`src/scc_pkg.sv`:
```
// Purpose: Shared constants and types for the 16-bit counter with capture.
// Assumes: 8-bit I/O bus with 6-bit location numbers, one system clock.
// Notes:   Mode tables are bit masks indexed by the 4-bit waveform mode.
package scc_pkg;
	localparam logic [5:0] ADDR_CNT_L  = 6'h00;
	localparam logic [5:0] ADDR_CNT_H  = 6'h01;
	localparam logic [5:0] ADDR_CAP_L  = 6'h02;
	localparam logic [5:0] ADDR_CAP_H  = 6'h03;
	localparam logic [5:0] ADDR_CMPA_L = 6'h04;
	localparam logic [5:0] ADDR_CMPA_H = 6'h05;
	localparam logic [5:0] ADDR_CMPB_L = 6'h06;
	localparam logic [5:0] ADDR_CMPB_H = 6'h07;
	localparam logic [5:0] ADDR_CTRL_A = 6'h08;
	localparam logic [5:0] ADDR_CTRL_B = 6'h09;
	localparam logic [5:0] ADDR_FLAGS  = 6'h0a;
	localparam logic [5:0] ADDR_MASK   = 6'h0b;

	localparam int FLAG_OVF = 2;
	localparam int FLAG_CAP = 5;

	localparam logic [15:0] MODE_DUAL     = 16'h0f0e;
	localparam logic [15:0] MODE_ICR_TOP  = 16'h5500;
	localparam logic [15:0] MODE_OCRA_TOP = 16'h8a10;
	localparam logic [15:0] MODE_FAST     = 16'hc0e0;

	localparam logic [15:0] TOP_MAX   = 16'hffff;
	localparam logic [15:0] TOP_8BIT  = 16'h00ff;
	localparam logic [15:0] TOP_9BIT  = 16'h01ff;
	localparam logic [15:0] TOP_10BIT = 16'h03ff;

	localparam logic [9:0] PRE_DIV8    = 10'h007;
	localparam logic [9:0] PRE_DIV64   = 10'h03f;
	localparam logic [9:0] PRE_DIV256  = 10'h0ff;
	localparam logic [9:0] PRE_DIV1024 = 10'h3ff;

	localparam int FILTER_SAMPLES = 4;

	localparam logic [7:0]  RST_BYTE = 8'h00;
	localparam logic [15:0] RST_WORD = 16'h0000;

	typedef enum logic [2:0] {
		CS_STOP, CS_CLK, CS_DIV8, CS_DIV64,
		CS_DIV256, CS_DIV1024, CS_EXT_FALL, CS_EXT_RISE
	} scc_clksel_t;

	typedef struct packed {
		logic        filtEn;
		logic        edgeRise;
		logic        spare;
		logic [1:0]  wgmHi;
		scc_clksel_t clkSel;
	} scc_ctrlb_t;
endpackage

```
`src/scc_counter.sv`:
```
// Purpose: 16-bit up/down counter with input capture behind an 8-bit I/O bus.
// Assumes: All inputs are synchronous to core_clk; bus strobes last one cycle.
// Notes:   Read data is registered and appears one cycle after the read strobe.
`timescale 1ns/1ps
module scc_counter
	import scc_pkg::*;
(
	input  wire logic       core_clk,
	input  wire logic       nrst,
	input  wire logic [5:0] ioAddr,
	input  wire logic [7:0] ioWrData,
	input  wire logic       ioWr,
	input  wire logic       ioRd,
	output logic      [7:0] ioRdData,
	input  wire logic       capturePin,
	input  wire logic       comparatorOutput,
	input  wire logic       comparatorSelect,
	input  wire logic       extClkPin,
	input  wire logic       captureAck,
	input  wire logic       overflowAck,
	output logic            captureIrq,
	output logic            overflowIrq,
	output logic            atCeiling,
	output logic            atFloor
);
	logic [15:0] count;
	logic [15:0] capture;
	logic [15:0] cmpA;
	logic [15:0] cmpB;
	logic [7:0]  hold;
	logic [7:0]  ctrlA;
	scc_ctrlb_t  ctrlB;
	logic        capFlag;
	logic        ovfFlag;
	logic        capIrqEn;
	logic        ovfIrqEn;
	logic        countDown;
	logic [9:0]  preCnt;
	logic        extPrev;
	logic [FILTER_SAMPLES-2:0] filt;
	logic        filtered;
	logic        edgeIn;
	logic        edgePrev;

	logic [15:0] next_count;
	logic        next_down;
	logic        next_capFlag;
	logic        next_ovfFlag;

	wire wr = ioWr;
	wire rd = ioRd;
	wire cntLowWr  = wr && ioAddr == ADDR_CNT_L;
	wire cntLowRd  = rd && ioAddr == ADDR_CNT_L;
	wire capLowWr  = wr && ioAddr == ADDR_CAP_L;
	wire capLowRd  = rd && ioAddr == ADDR_CAP_L;
	wire cmpALowWr = wr && ioAddr == ADDR_CMPA_L;
	wire cmpBLowWr = wr && ioAddr == ADDR_CMPB_L;
	wire anyHighWr = wr && (ioAddr == ADDR_CNT_H || ioAddr == ADDR_CAP_H
		|| ioAddr == ADDR_CMPA_H || ioAddr == ADDR_CMPB_H);
	wire flagsWr = wr && ioAddr == ADDR_FLAGS;
	wire maskWr  = wr && ioAddr == ADDR_MASK;
	// Requests use the enable as it stands after this edge, so a disable never leaves a request behind.
	wire next_capIrqEn = maskWr ? ioWrData[FLAG_CAP] : capIrqEn;
	wire next_ovfIrqEn = maskWr ? ioWrData[FLAG_OVF] : ovfIrqEn;

	wire [3:0] mode = {ctrlB.wgmHi, ctrlA[1:0]};
	wire dual    = MODE_DUAL[mode];
	wire icrTop  = MODE_ICR_TOP[mode];
	wire ocraTop = MODE_OCRA_TOP[mode];
	wire fast    = MODE_FAST[mode];

	wire [15:0] fixedTop =
		(mode == 4'h1 || mode == 4'h5) ? TOP_8BIT :
		(mode == 4'h2 || mode == 4'h6) ? TOP_9BIT :
		(mode == 4'h3 || mode == 4'h7) ? TOP_10BIT : TOP_MAX;
	wire [15:0] top = icrTop ? capture : ocraTop ? cmpA : fixedTop;

	// The external source is edge detected here, so its rate must stay below half of core_clk.
	wire extRise = extClkPin && !extPrev;
	wire extFall = !extClkPin && extPrev;
	wire tick =
		ctrlB.clkSel == CS_CLK     ? 1'b1 :
		ctrlB.clkSel == CS_DIV8    ? (preCnt & PRE_DIV8) == PRE_DIV8 :
		ctrlB.clkSel == CS_DIV64   ? (preCnt & PRE_DIV64) == PRE_DIV64 :
		ctrlB.clkSel == CS_DIV256  ? (preCnt & PRE_DIV256) == PRE_DIV256 :
		ctrlB.clkSel == CS_DIV1024 ? preCnt == PRE_DIV1024 :
		ctrlB.clkSel == CS_EXT_FALL ? extFall :
		ctrlB.clkSel == CS_EXT_RISE ? extRise : 1'b0;

	wire ovfPoint = dual ? (countDown && count == 16'h0001)
		: (count == (fast ? top : TOP_MAX));
	wire ovfSet = tick && !cntLowWr && ovfPoint;

	wire capSrc = comparatorSelect ? comparatorOutput : capturePin;
	wire filtAll1 = &{filt, capSrc};
	wire filtAll0 = ~|{filt, capSrc};
	wire edgeSrc = ctrlB.filtEn ? filtered : capSrc;
	wire edgeSeen = ctrlB.edgeRise ? (edgeIn && !edgePrev)
		: (!edgeIn && edgePrev);
	// In modes where capture defines the top, the detector is shut off.
	wire capSet = edgeSeen && !icrTop;

	always_comb begin
		next_count = count;
		next_down = countDown;
		if (cntLowWr) begin
			next_count = {hold, ioWrData};
		end else if (tick) begin
			if (dual) begin
				if (countDown && count == RST_WORD) begin
					next_down = 1'b0;
					next_count = count + 16'h0001;
				end else if (!countDown && count >= top) begin
					next_down = 1'b1;
					next_count = count - 16'h0001;
				end else if (countDown) begin
					next_count = count - 16'h0001;
				end else begin
					next_count = count + 16'h0001;
				end
			end else if (count == top) begin
				next_count = RST_WORD;
				next_down = 1'b0;
			end else begin
				next_count = count + 16'h0001;
				next_down = 1'b0;
			end
		end
	end

	// Set wins over clear so that no event is lost.
	always_comb begin
		next_capFlag = capSet || (capFlag
			&& !captureAck && !(flagsWr && ioWrData[FLAG_CAP]));
		next_ovfFlag = ovfSet || (ovfFlag
			&& !overflowAck && !(flagsWr && ioWrData[FLAG_OVF]));
	end

	wire [7:0] flagsRd = 8'(capFlag) << FLAG_CAP | 8'(ovfFlag) << FLAG_OVF;
	wire [7:0] maskRd  = 8'(capIrqEn) << FLAG_CAP | 8'(ovfIrqEn) << FLAG_OVF;
	wire [7:0] rdMux =
		ioAddr == ADDR_CNT_L  ? count[7:0] :
		ioAddr == ADDR_CNT_H  ? hold :
		ioAddr == ADDR_CAP_L  ? capture[7:0] :
		ioAddr == ADDR_CAP_H  ? hold :
		ioAddr == ADDR_CMPA_L ? cmpA[7:0] :
		ioAddr == ADDR_CMPA_H ? cmpA[15:8] :
		ioAddr == ADDR_CMPB_L ? cmpB[7:0] :
		ioAddr == ADDR_CMPB_H ? cmpB[15:8] :
		ioAddr == ADDR_CTRL_A ? ctrlA :
		ioAddr == ADDR_CTRL_B ? ctrlB :
		ioAddr == ADDR_FLAGS  ? flagsRd :
		ioAddr == ADDR_MASK   ? maskRd : RST_BYTE;

	wire capWrOk = capLowWr && icrTop;

	always_ff @(posedge core_clk or negedge nrst) begin
		if (!nrst) begin
			count <= RST_WORD;
			countDown <= 1'b0;
			capture <= RST_WORD;
		end else begin
			count <= next_count;
			countDown <= next_down;
			if (capWrOk) begin
				capture <= {hold, ioWrData};
			end else if (capSet) begin
				capture <= count;
			end
		end
	end

	// One byte serves every wide register, so nested accesses corrupt each other.
	always_ff @(posedge core_clk or negedge nrst) begin
		if (!nrst) begin
			hold <= RST_BYTE;
		end else if (anyHighWr) begin
			hold <= ioWrData;
		end else if (cntLowRd) begin
			hold <= count[15:8];
		end else if (capLowRd) begin
			hold <= capture[15:8];
		end
	end

	always_ff @(posedge core_clk or negedge nrst) begin
		if (!nrst) begin
			cmpA <= RST_WORD;
			cmpB <= RST_WORD;
		end else if (cmpALowWr) begin
			cmpA <= {hold, ioWrData};
		end else if (cmpBLowWr) begin
			cmpB <= {hold, ioWrData};
		end
	end

	always_ff @(posedge core_clk or negedge nrst) begin
		if (!nrst) begin
			ctrlA <= RST_BYTE;
			ctrlB <= scc_ctrlb_t'(RST_BYTE);
			capIrqEn <= 1'b0;
			ovfIrqEn <= 1'b0;
		end else if (wr && ioAddr == ADDR_CTRL_A) begin
			ctrlA <= ioWrData;
		end else if (wr && ioAddr == ADDR_CTRL_B) begin
			ctrlB <= scc_ctrlb_t'(ioWrData);
		end else if (wr && ioAddr == ADDR_MASK) begin
			capIrqEn <= ioWrData[FLAG_CAP];
			ovfIrqEn <= ioWrData[FLAG_OVF];
		end
	end

	always_ff @(posedge core_clk or negedge nrst) begin
		if (!nrst) begin
			capFlag <= 1'b0;
			ovfFlag <= 1'b0;
			captureIrq <= 1'b0;
			overflowIrq <= 1'b0;
		end else begin
			capFlag <= next_capFlag;
			ovfFlag <= next_ovfFlag;
			captureIrq <= next_capFlag && next_capIrqEn;
			overflowIrq <= next_ovfFlag && next_ovfIrqEn;
		end
	end

	always_ff @(posedge core_clk or negedge nrst) begin
		if (!nrst) begin
			atCeiling <= 1'b0;
			atFloor <= 1'b1;
			ioRdData <= RST_BYTE;
		end else begin
			atCeiling <= next_count == top;
			atFloor <= next_count == RST_WORD;
			ioRdData <= rd ? rdMux : RST_BYTE;
		end
	end

	always_ff @(posedge core_clk or negedge nrst) begin
		if (!nrst) begin
			preCnt <= 10'h000;
			extPrev <= 1'b0;
		end else begin
			preCnt <= preCnt + 10'h001;
			extPrev <= extClkPin;
		end
	end

	// The filter costs four cycles of latency but rejects short spikes.
	// The live input counts as the fourth sample, which keeps the added delay at exactly four.
	always_ff @(posedge core_clk or negedge nrst) begin
		if (!nrst) begin
			filt <= '0;
			filtered <= 1'b0;
			edgeIn <= 1'b0;
			edgePrev <= 1'b0;
		end else begin
			filt <= {filt[FILTER_SAMPLES-3:0], capSrc};
			if (filtAll1) begin
				filtered <= 1'b1;
			end else if (filtAll0) begin
				filtered <= 1'b0;
			end
			edgeIn <= edgeSrc;
			edgePrev <= edgeIn;
		end
	end
endmodule

```
`config.mk`:
```
export PLATFORM = sky130hd
export DESIGN_NAME = scc_counter
export DESIGN_NICKNAME = d
export VERILOG_FILES = /design/src/scc_pkg.sv /design/src/scc_counter.sv
export SDC_FILE = /design/constraint.sdc
export NUM_CORES = 1
export LEC_CHECK = 0
export BUFFER_PORTS_ARGS = -buffer_cell sky130_fd_sc_hd__clkbuf_2
export CAP_MARGIN = 20
export CELL_PAD_IN_SITES_DETAIL_PLACEMENT = 1
export CELL_PAD_IN_SITES_GLOBAL_PLACEMENT = 1
export CORE_UTILIZATION = 43
export DETAILED_ROUTE_END_ITERATION = 8
export PLACE_DENSITY_LB_ADDON = 0.05
export SKIP_CTS_REPAIR_TIMING = 1
export SLEW_MARGIN = 20
export SYNTH_ARGS = -nofsm -noshare
export SYNTH_HDL_FRONTEND = slang
export SYNTH_SLANG_ARGS = --single-unit
```
`constraint.sdc`:
```
create_clock -name core_clk -period 6.4 [get_ports core_clk]
set_clock_uncertainty 0.15 [all_clocks]
set_input_delay 0.32 -clock core_clk [delete_from_list [all_inputs] [get_ports core_clk]]
set_output_delay 0.32 -clock core_clk [all_outputs]
set_load 0.01 [all_outputs]
```
# Word level (Yosys, flattened, before mapping)
# Memories as Yosys holds them, arrays and structs flattened.
# Index checks and enable logic that the tools add are counted.
# W data, S select, Z words.
# totals
reg_bits	122
mem_bits_ro	64
mem_count	4
# mem_list
memory	words	word_bits	read_ports	rd_clocked_by_memory_dff	write_ports	line	text
(no name shown)	16	1	1	0	0	scc_counter.sv:70	wire fast = MODE_FAST[mode];
(no name shown)	16	1	1	0	0	scc_counter.sv:69	wire ocraTop = MODE_OCRA_TOP[mode];
(no name shown)	16	1	1	0	0	scc_counter.sv:68	wire icrTop = MODE_ICR_TOP[mode];
(no name shown)	16	1	1	0	0	scc_counter.sv:67	wire dual = MODE_DUAL[mode];
# op_classes
addsub	3
order_cmp	2
eq_ne	34
n_mux	53
n_bitwise	6
reduce_logical	60
# op_table
operator	count
$mux W16	15
$mux W8	14
$eq A16 B16 Y1	3
$logic_not A16 Y1	2
$logic_and A1 B1 Y1	30
$eq A6 B3 Y1 const B	4
$eq A6 B4 Y1 const B	4
$mux W1	22
$add A16 B1 Y16 const B	1
$eq A16 B1 Y1 const B	1
$ge A16 B16 Y1	1
$sub A16 B1 Y16 const B	1
$eq A3 B3 Y1 const B	5
$eq A4 B3 Y1 const B	3
$eq A6 B2 Y1 const B	2
$mux W6	2
$or A6 B3 Y6	2
$logic_not A1 Y1	11
$add A10 B1 Y10 const B	1
$eq A10 B10 Y1 const B	1
$eq A4 B2 Y1 const B	2
$eq A8 B8 Y1 const B	1
$logic_or A1 B1 Y1	8
$eq A3 B2 Y1 const B	2
15 further kinds	20

# Logic depth before layout (Yosys ltp)
# logic_depth
word_depth	15
depth_mapped	21
depth_no_buf	17

# Worst setup path after synthesis
# Ideal clock, no wire load.
# synth_path
path_kind	register -> register
startpoint	reg ctrlA[0]
endpoint	reg atCeiling
arrival_time_ns	4.418
t_required_ns	6.154
slack_ns	1.736
path_stages_with_launch	19
period_less_slack_ns	4.664
cell_sequence	dfrtp_1 buf_2 buf_2 clkbuf_1 o21ai_0 a21oi_1 inv_1 ha_1 nand4_2 or3_4 a221o_1 buf_6 a311oi_2 a22oi_1 mux2i_1 or3_1 a211oi_2 nand4_1 nor4_2
# synth_between
elab_chain_len	15
elab_cells_between_ends	30
cone_classes	1 x order compare; 8 x eq/ne; 14 x mux; 4 x reduce/logical; 3 x memory
# synth_rtl
element	line	text
start, declared	scc_counter.sv:31	logic [7:0] ctrlA;
start signal, assigned	scc_counter.sv:204	ctrlA <= ioWrData;
$eq A4 B2 Y1 / $eq A4 B3 Y1 (equally long branches)	scc_counter.sv:75	(mode == 4'h3 || mode == 4'h7) ? TOP_10BIT : TOP_MAX;
$logic_or A1 B1 Y1	scc_counter.sv:75	
$mux W16	scc_counter.sv:75	
$mux W16	scc_counter.sv:74	(mode == 4'h2 || mode == 4'h6) ? TOP_9BIT :
$mux W16	scc_counter.sv:73	(mode == 4'h1 || mode == 4'h5) ? TOP_8BIT :
$mux W16 (2 in a row)	scc_counter.sv:76	wire [15:0] top = icrTop ? capture : ocraTop ? cmpA : fixedTop;
$ge A16 B16 Y1	scc_counter.sv:113	end else if (!countDown && count >= top) begin
$logic_and A1 B1 Y1	scc_counter.sv:113	
$mux W16	scc_counter.sv:113	
$mux W16	scc_counter.sv:110	if (countDown && count == RST_WORD) begin
$mux W16	scc_counter.sv:109	if (dual) begin
$mux W16	scc_counter.sv:108	end else if (tick) begin
$mux W16	scc_counter.sv:106	if (cntLowWr) begin
$eq A16 B16 Y1 (*)	scc_counter.sv:233	atCeiling <= next_count == top;
end signal, assigned	scc_counter.sv:233	
end, declared	scc_counter.sv:23	output logic atCeiling,
# Mark *: on every way between the ends. The rest lies on a longest branch, timed or not. The select of a mux whose other input is x is not followed.
# A chain may end at the register's enable or synchronous reset.

# Worst setup path after layout
# layout_path
startpoint	reg ctrlB[3] (netlist bit)
endpoint	reg atCeiling
# layout_between
elab_chain_len	15
elab_cells_between_ends	30
cone_classes	1 x order compare; 8 x eq/ne; 14 x mux; 4 x reduce/logical; 3 x memory
# layout_rtl
element	line	text
start, declared	scc_counter.sv:32	scc_ctrlb_t ctrlB;
start signal, assigned	scc_counter.sv:200	ctrlB <= scc_ctrlb_t'(RST_BYTE);
start signal, assigned	scc_counter.sv:206	ctrlB <= scc_ctrlb_t'(ioWrData);
$eq A4 B2 Y1 / $eq A4 B3 Y1 (equally long branches)	scc_counter.sv:75	
$logic_or A1 B1 Y1	scc_counter.sv:75	
$mux W16	scc_counter.sv:75	
$mux W16	scc_counter.sv:74	
$mux W16	scc_counter.sv:73	
$mux W16 (2 in a row)	scc_counter.sv:76	
$ge A16 B16 Y1	scc_counter.sv:113	
$logic_and A1 B1 Y1	scc_counter.sv:113	
$mux W16	scc_counter.sv:113	
$mux W16	scc_counter.sv:110	
$mux W16	scc_counter.sv:109	
$mux W16	scc_counter.sv:108	
$mux W16	scc_counter.sv:106	
$eq A16 B16 Y1 (*)	scc_counter.sv:233	
# Marks and branches as above.

==> metrics.md <==
| Metric | Value |
|---|---|
| TritonCTS clock tree | yes |
| TritonCTS Buffers | 17 |
| Synth top area cells | dfrtp_1 (35%), mux2_2 (6.5%), mux2i_1 (4.9%) |
| Placer congestion estimate | 0.931 |
| Biggest cell delay along the critical path | 0.81 ns |
| Number of global-route vias before repair | 8420 |
| DRT antenna net count | 0 |
| Die ar. | 20400 um^2 |
| Static Leakage | 4.16 nW |
| DP Wirelength | 24700 um |
| Reg2Reg Depth | 15 |
| Worst hold path startpoint | capturePin |
| Worst EP arrival | 6.21 ns |
| Initial antenna violation count | 0 |
| R2R Setup Slk | 0.36 ns |
| Fin Setup TNS | 0 ns |
| Period utilization | 0.944 |
| Vias | 8331 |
| Yosys top cell area share | 0.354 |
| RR Endpoint | atCeiling$_DFF_PN0_ |
| CP Cell Sequence | nor2b_2 -> buf_4 -> mux4_2 -> a21oi_1 -> ha_1 -> nand4_1 -> or3_4 -> a221o_1 -> a31oi_2 -> a32oi_1 -> xor2_1 -> o22ai_1 -> nor4_1 -> nand4_1 -> nor4_2 |
| PortBufs | 35 |
| Mapped Cells | 978 |
| Sink Count | 122 |
| Highest Signal Layer | met4 |
| Worst-margin pin slew | 1.16 ns |
| Req. time, crit path | 6.56 ns |
| Setup repair after global routing missed its margin | false |
| Final net count | 1031 |
| Clk_lat worst skew | 0.44 ns |
| Maximum vdd drop | 0.206 mV |
| Commonest non-fill, non-tap cell in the layout | dfrtp_1 |
| Slew headroom | 0.221 |
| Cell Pwr Density | 330 nW/um^2 |
| Ports | 36 |
| First-pass GRT wire length | 52400 um |
| Status | finished, final reports clean |
| Core Area | 19500 um^2 |
| WHS Path Cells | 2 |
| Commonest cells after routing, fill and taps aside | dfrtp_1 (121), nand2_1 (100), nor2_1 (80), a21oi_1 (63), o21ai_0 (61) |
| Crit path max-delay cell type | a21oi_1 |
| EDFF count, synth | 0 |
| Iteration-0 DRC Markers | 668 |
| Seq cells post-synth | 122 |
| Final cell count without fillers | 1263 |
| Hold Fails Final Rpt | 0 |
| Largest net degree at the start of global routing | 65 |
| Number of H-tree levels | 4 |
| Syn Area/Cell | 8.74 um^2 |
| Crit Reg-Reg Startpoint | ctrlB[3]$_DFFE_PN0P_ |
| Root buf cell | clkbuf_16 |
| Share of flip-flops with an asynchronous set or reset | 1.00 |
| Max_cap viols | 0 |
| Die Span X | 143 um |
| Yosys warnings | 0 |
| All-Layer GR Usage | 0.350 |
| Filler cell count | 2263 |
| Via/cell ratio | 6.60 |
| Final min period | 6.04 ns |
| 1st-pass router iterations | 8 |
| DRC viols | 0 |
| Routed length on met2 | 15300 um |
| Routed length per instance | 27.0 um |
| Detail Route met3 WL | 2430 um |
| Post-Syn Nets | 1023 |
| Tot Pwr | 3.15 mW |
| Sequential fraction of the synthesis area | 0.357 |
| GR Overflow Total | 0 |
| Max Fanout on Critical Path | 14 |
| FP Rows | 51 |
| Clock buffer depth | 2 |
| Largest delay share family, worst path | compound AO/OA/AOI/OAI gates |
| CP Capture Type | flop |
| HP Class | in2reg |
| Post-synth top area cell | dfrtp_1 |
| Critical path class | reg2reg |
| Initial Utilization | 0.439 |
| WHS Endpoint | filt[0]$_DFF_PN0_ |
| Die Ht | 143 um |
| Setup Viol. Count Final | 0 |
| M1 wire length | 15600 um |
| Placed cell count | 1230 |
| Slew Limit Fails | 0 |
| Proportion of layout cells with a drive suffix above 1 | 0.166 |
| Ant diodes | 0 |
| Area delta synth->final | 11.6% |
| Fmax | 0.165 GHz |
| Crit path launch type | flop |
| Critical path buffer and inverter count | 1 |
| Top_reg_cell synth | dfrtp_1 |
| Worst path most repeated cell | nand4_1 |
| Post-synthesis cell area | 8540 um^2 |
| Routed WL | 34100 um |
| Post-synthesis cell type count | 80 |
| Clock transition at the registers of the reported paths | 0.06 ns |
-- flip-flops by register name (all words and copies together), names as in the netlist, 3 cells and up --
name	flops
ctrlA	8
hold	8
preCnt	10
cmpB	16
capture	16
count	16
filt	3
cmpA	16
ioRdData	8
ctrlB	8
-- worst max-delay path by stage --
stage,startpoint,depth (start not counted),end,slack [ns]
3_3_place_gp,ctrlA[1]$_DFFE_PN0P_,15,atCeiling$_DFF_PN0_,0.46
3_5_place_dp,ctrlA[1]$_DFFE_PN0P_,15,atCeiling$_DFF_PN0_,0.40
6_report,ctrlB[3]$_DFFE_PN0P_,15,atCeiling$_DFF_PN0_,0.36
2_1_floorplan,ctrlA[0]$_DFFE_PN0P_,18,atCeiling$_DFF_PN0_,1.74
4_1_cts,ctrlA[1]$_DFFE_PN0P_,15,atCeiling$_DFF_PN0_,0.38
5_1_grt,ctrlA[1]$_DFFE_PN0P_,15,atCeiling$_DFF_PN0_,0.11
-- area by class of cell --
class,count,area (um^2),share of cell area
flip-flops and latches,122,3050,0.320
clock inverters,13,153,0.0160
repair buffers,58,359,0.0377
multi-input cells,752,5080,0.532
clock buffers,18,429,0.0450
inverters,35,131,0.0138
well taps,265,332,0.0348
-- per-layer routing --
layer / track usage / up-vias
met5: 0 / -
met2: 0.532 / 352
met3: 0.0684 / 61
met1: 0.498 / 4285
li1: - / 3633
met4: 0.105 / 0
-- worst register-to-register path, delay by kind of cell (launching register included) --
family	cells	cell delay, ns
compound gates	5	2.25
simple gates	6	1.79
flops	1	0.52
mux	1	0.49
fa+ha+maj	1	0.26
xor+xnor	1	0.26
buf+inv	1	0.21
-- per-stage QoR --
stage                     hold WS (ns)  utilization  setup slack, ns  area, um^2
after floorplan                 -0.126            -             1.74        8540
after global placement           0.201        0.459            0.463        8930
after detailed placement         0.208        0.459            0.401        8930
after CTS                       -0.250        0.489            0.381        9510
after global routing            0.0400        0.490            0.111        9540
final                           0.0315        0.490            0.357        9540
-- power by group --
| part | total (mW) | switching [mW] | leakage, nW | internal, mW |
|---|---|---|---|---|
| combinational | 1.06 | 0.655 | 2.35 | 0.401 |
| sequential | 1.12 | 0.225 | 1.52 | 0.893 |
| clock | 0.975 | 0.369 | 0.285 | 0.606 |
-- logic make-up after synthesis --
kind of cell / synth area share
buffers and inverters: 0.0495
adders and majority gates: 0.0308
DFF: 0.357
AOI/OAI and AO/OA: 0.219
muxes: 0.124
xor gates and xnor gates: 0.0215
and+or+nand+nor: 0.197
-- cells in the mapped netlist (17+ instances only) --
master    instances
mux2_2           49
ha_1             21
o22ai_1          17
clkbuf_1         54
inv_1            34
mux2i_1          42
nor2_1           81
a21oi_1          63
nand3_1          22
o21ai_0          62
dfrtp_1         121
nand2_1         100
a22oi_1          27
a211oi_1         19
nor3_1           26
Power figures use the tool's default switching activity.
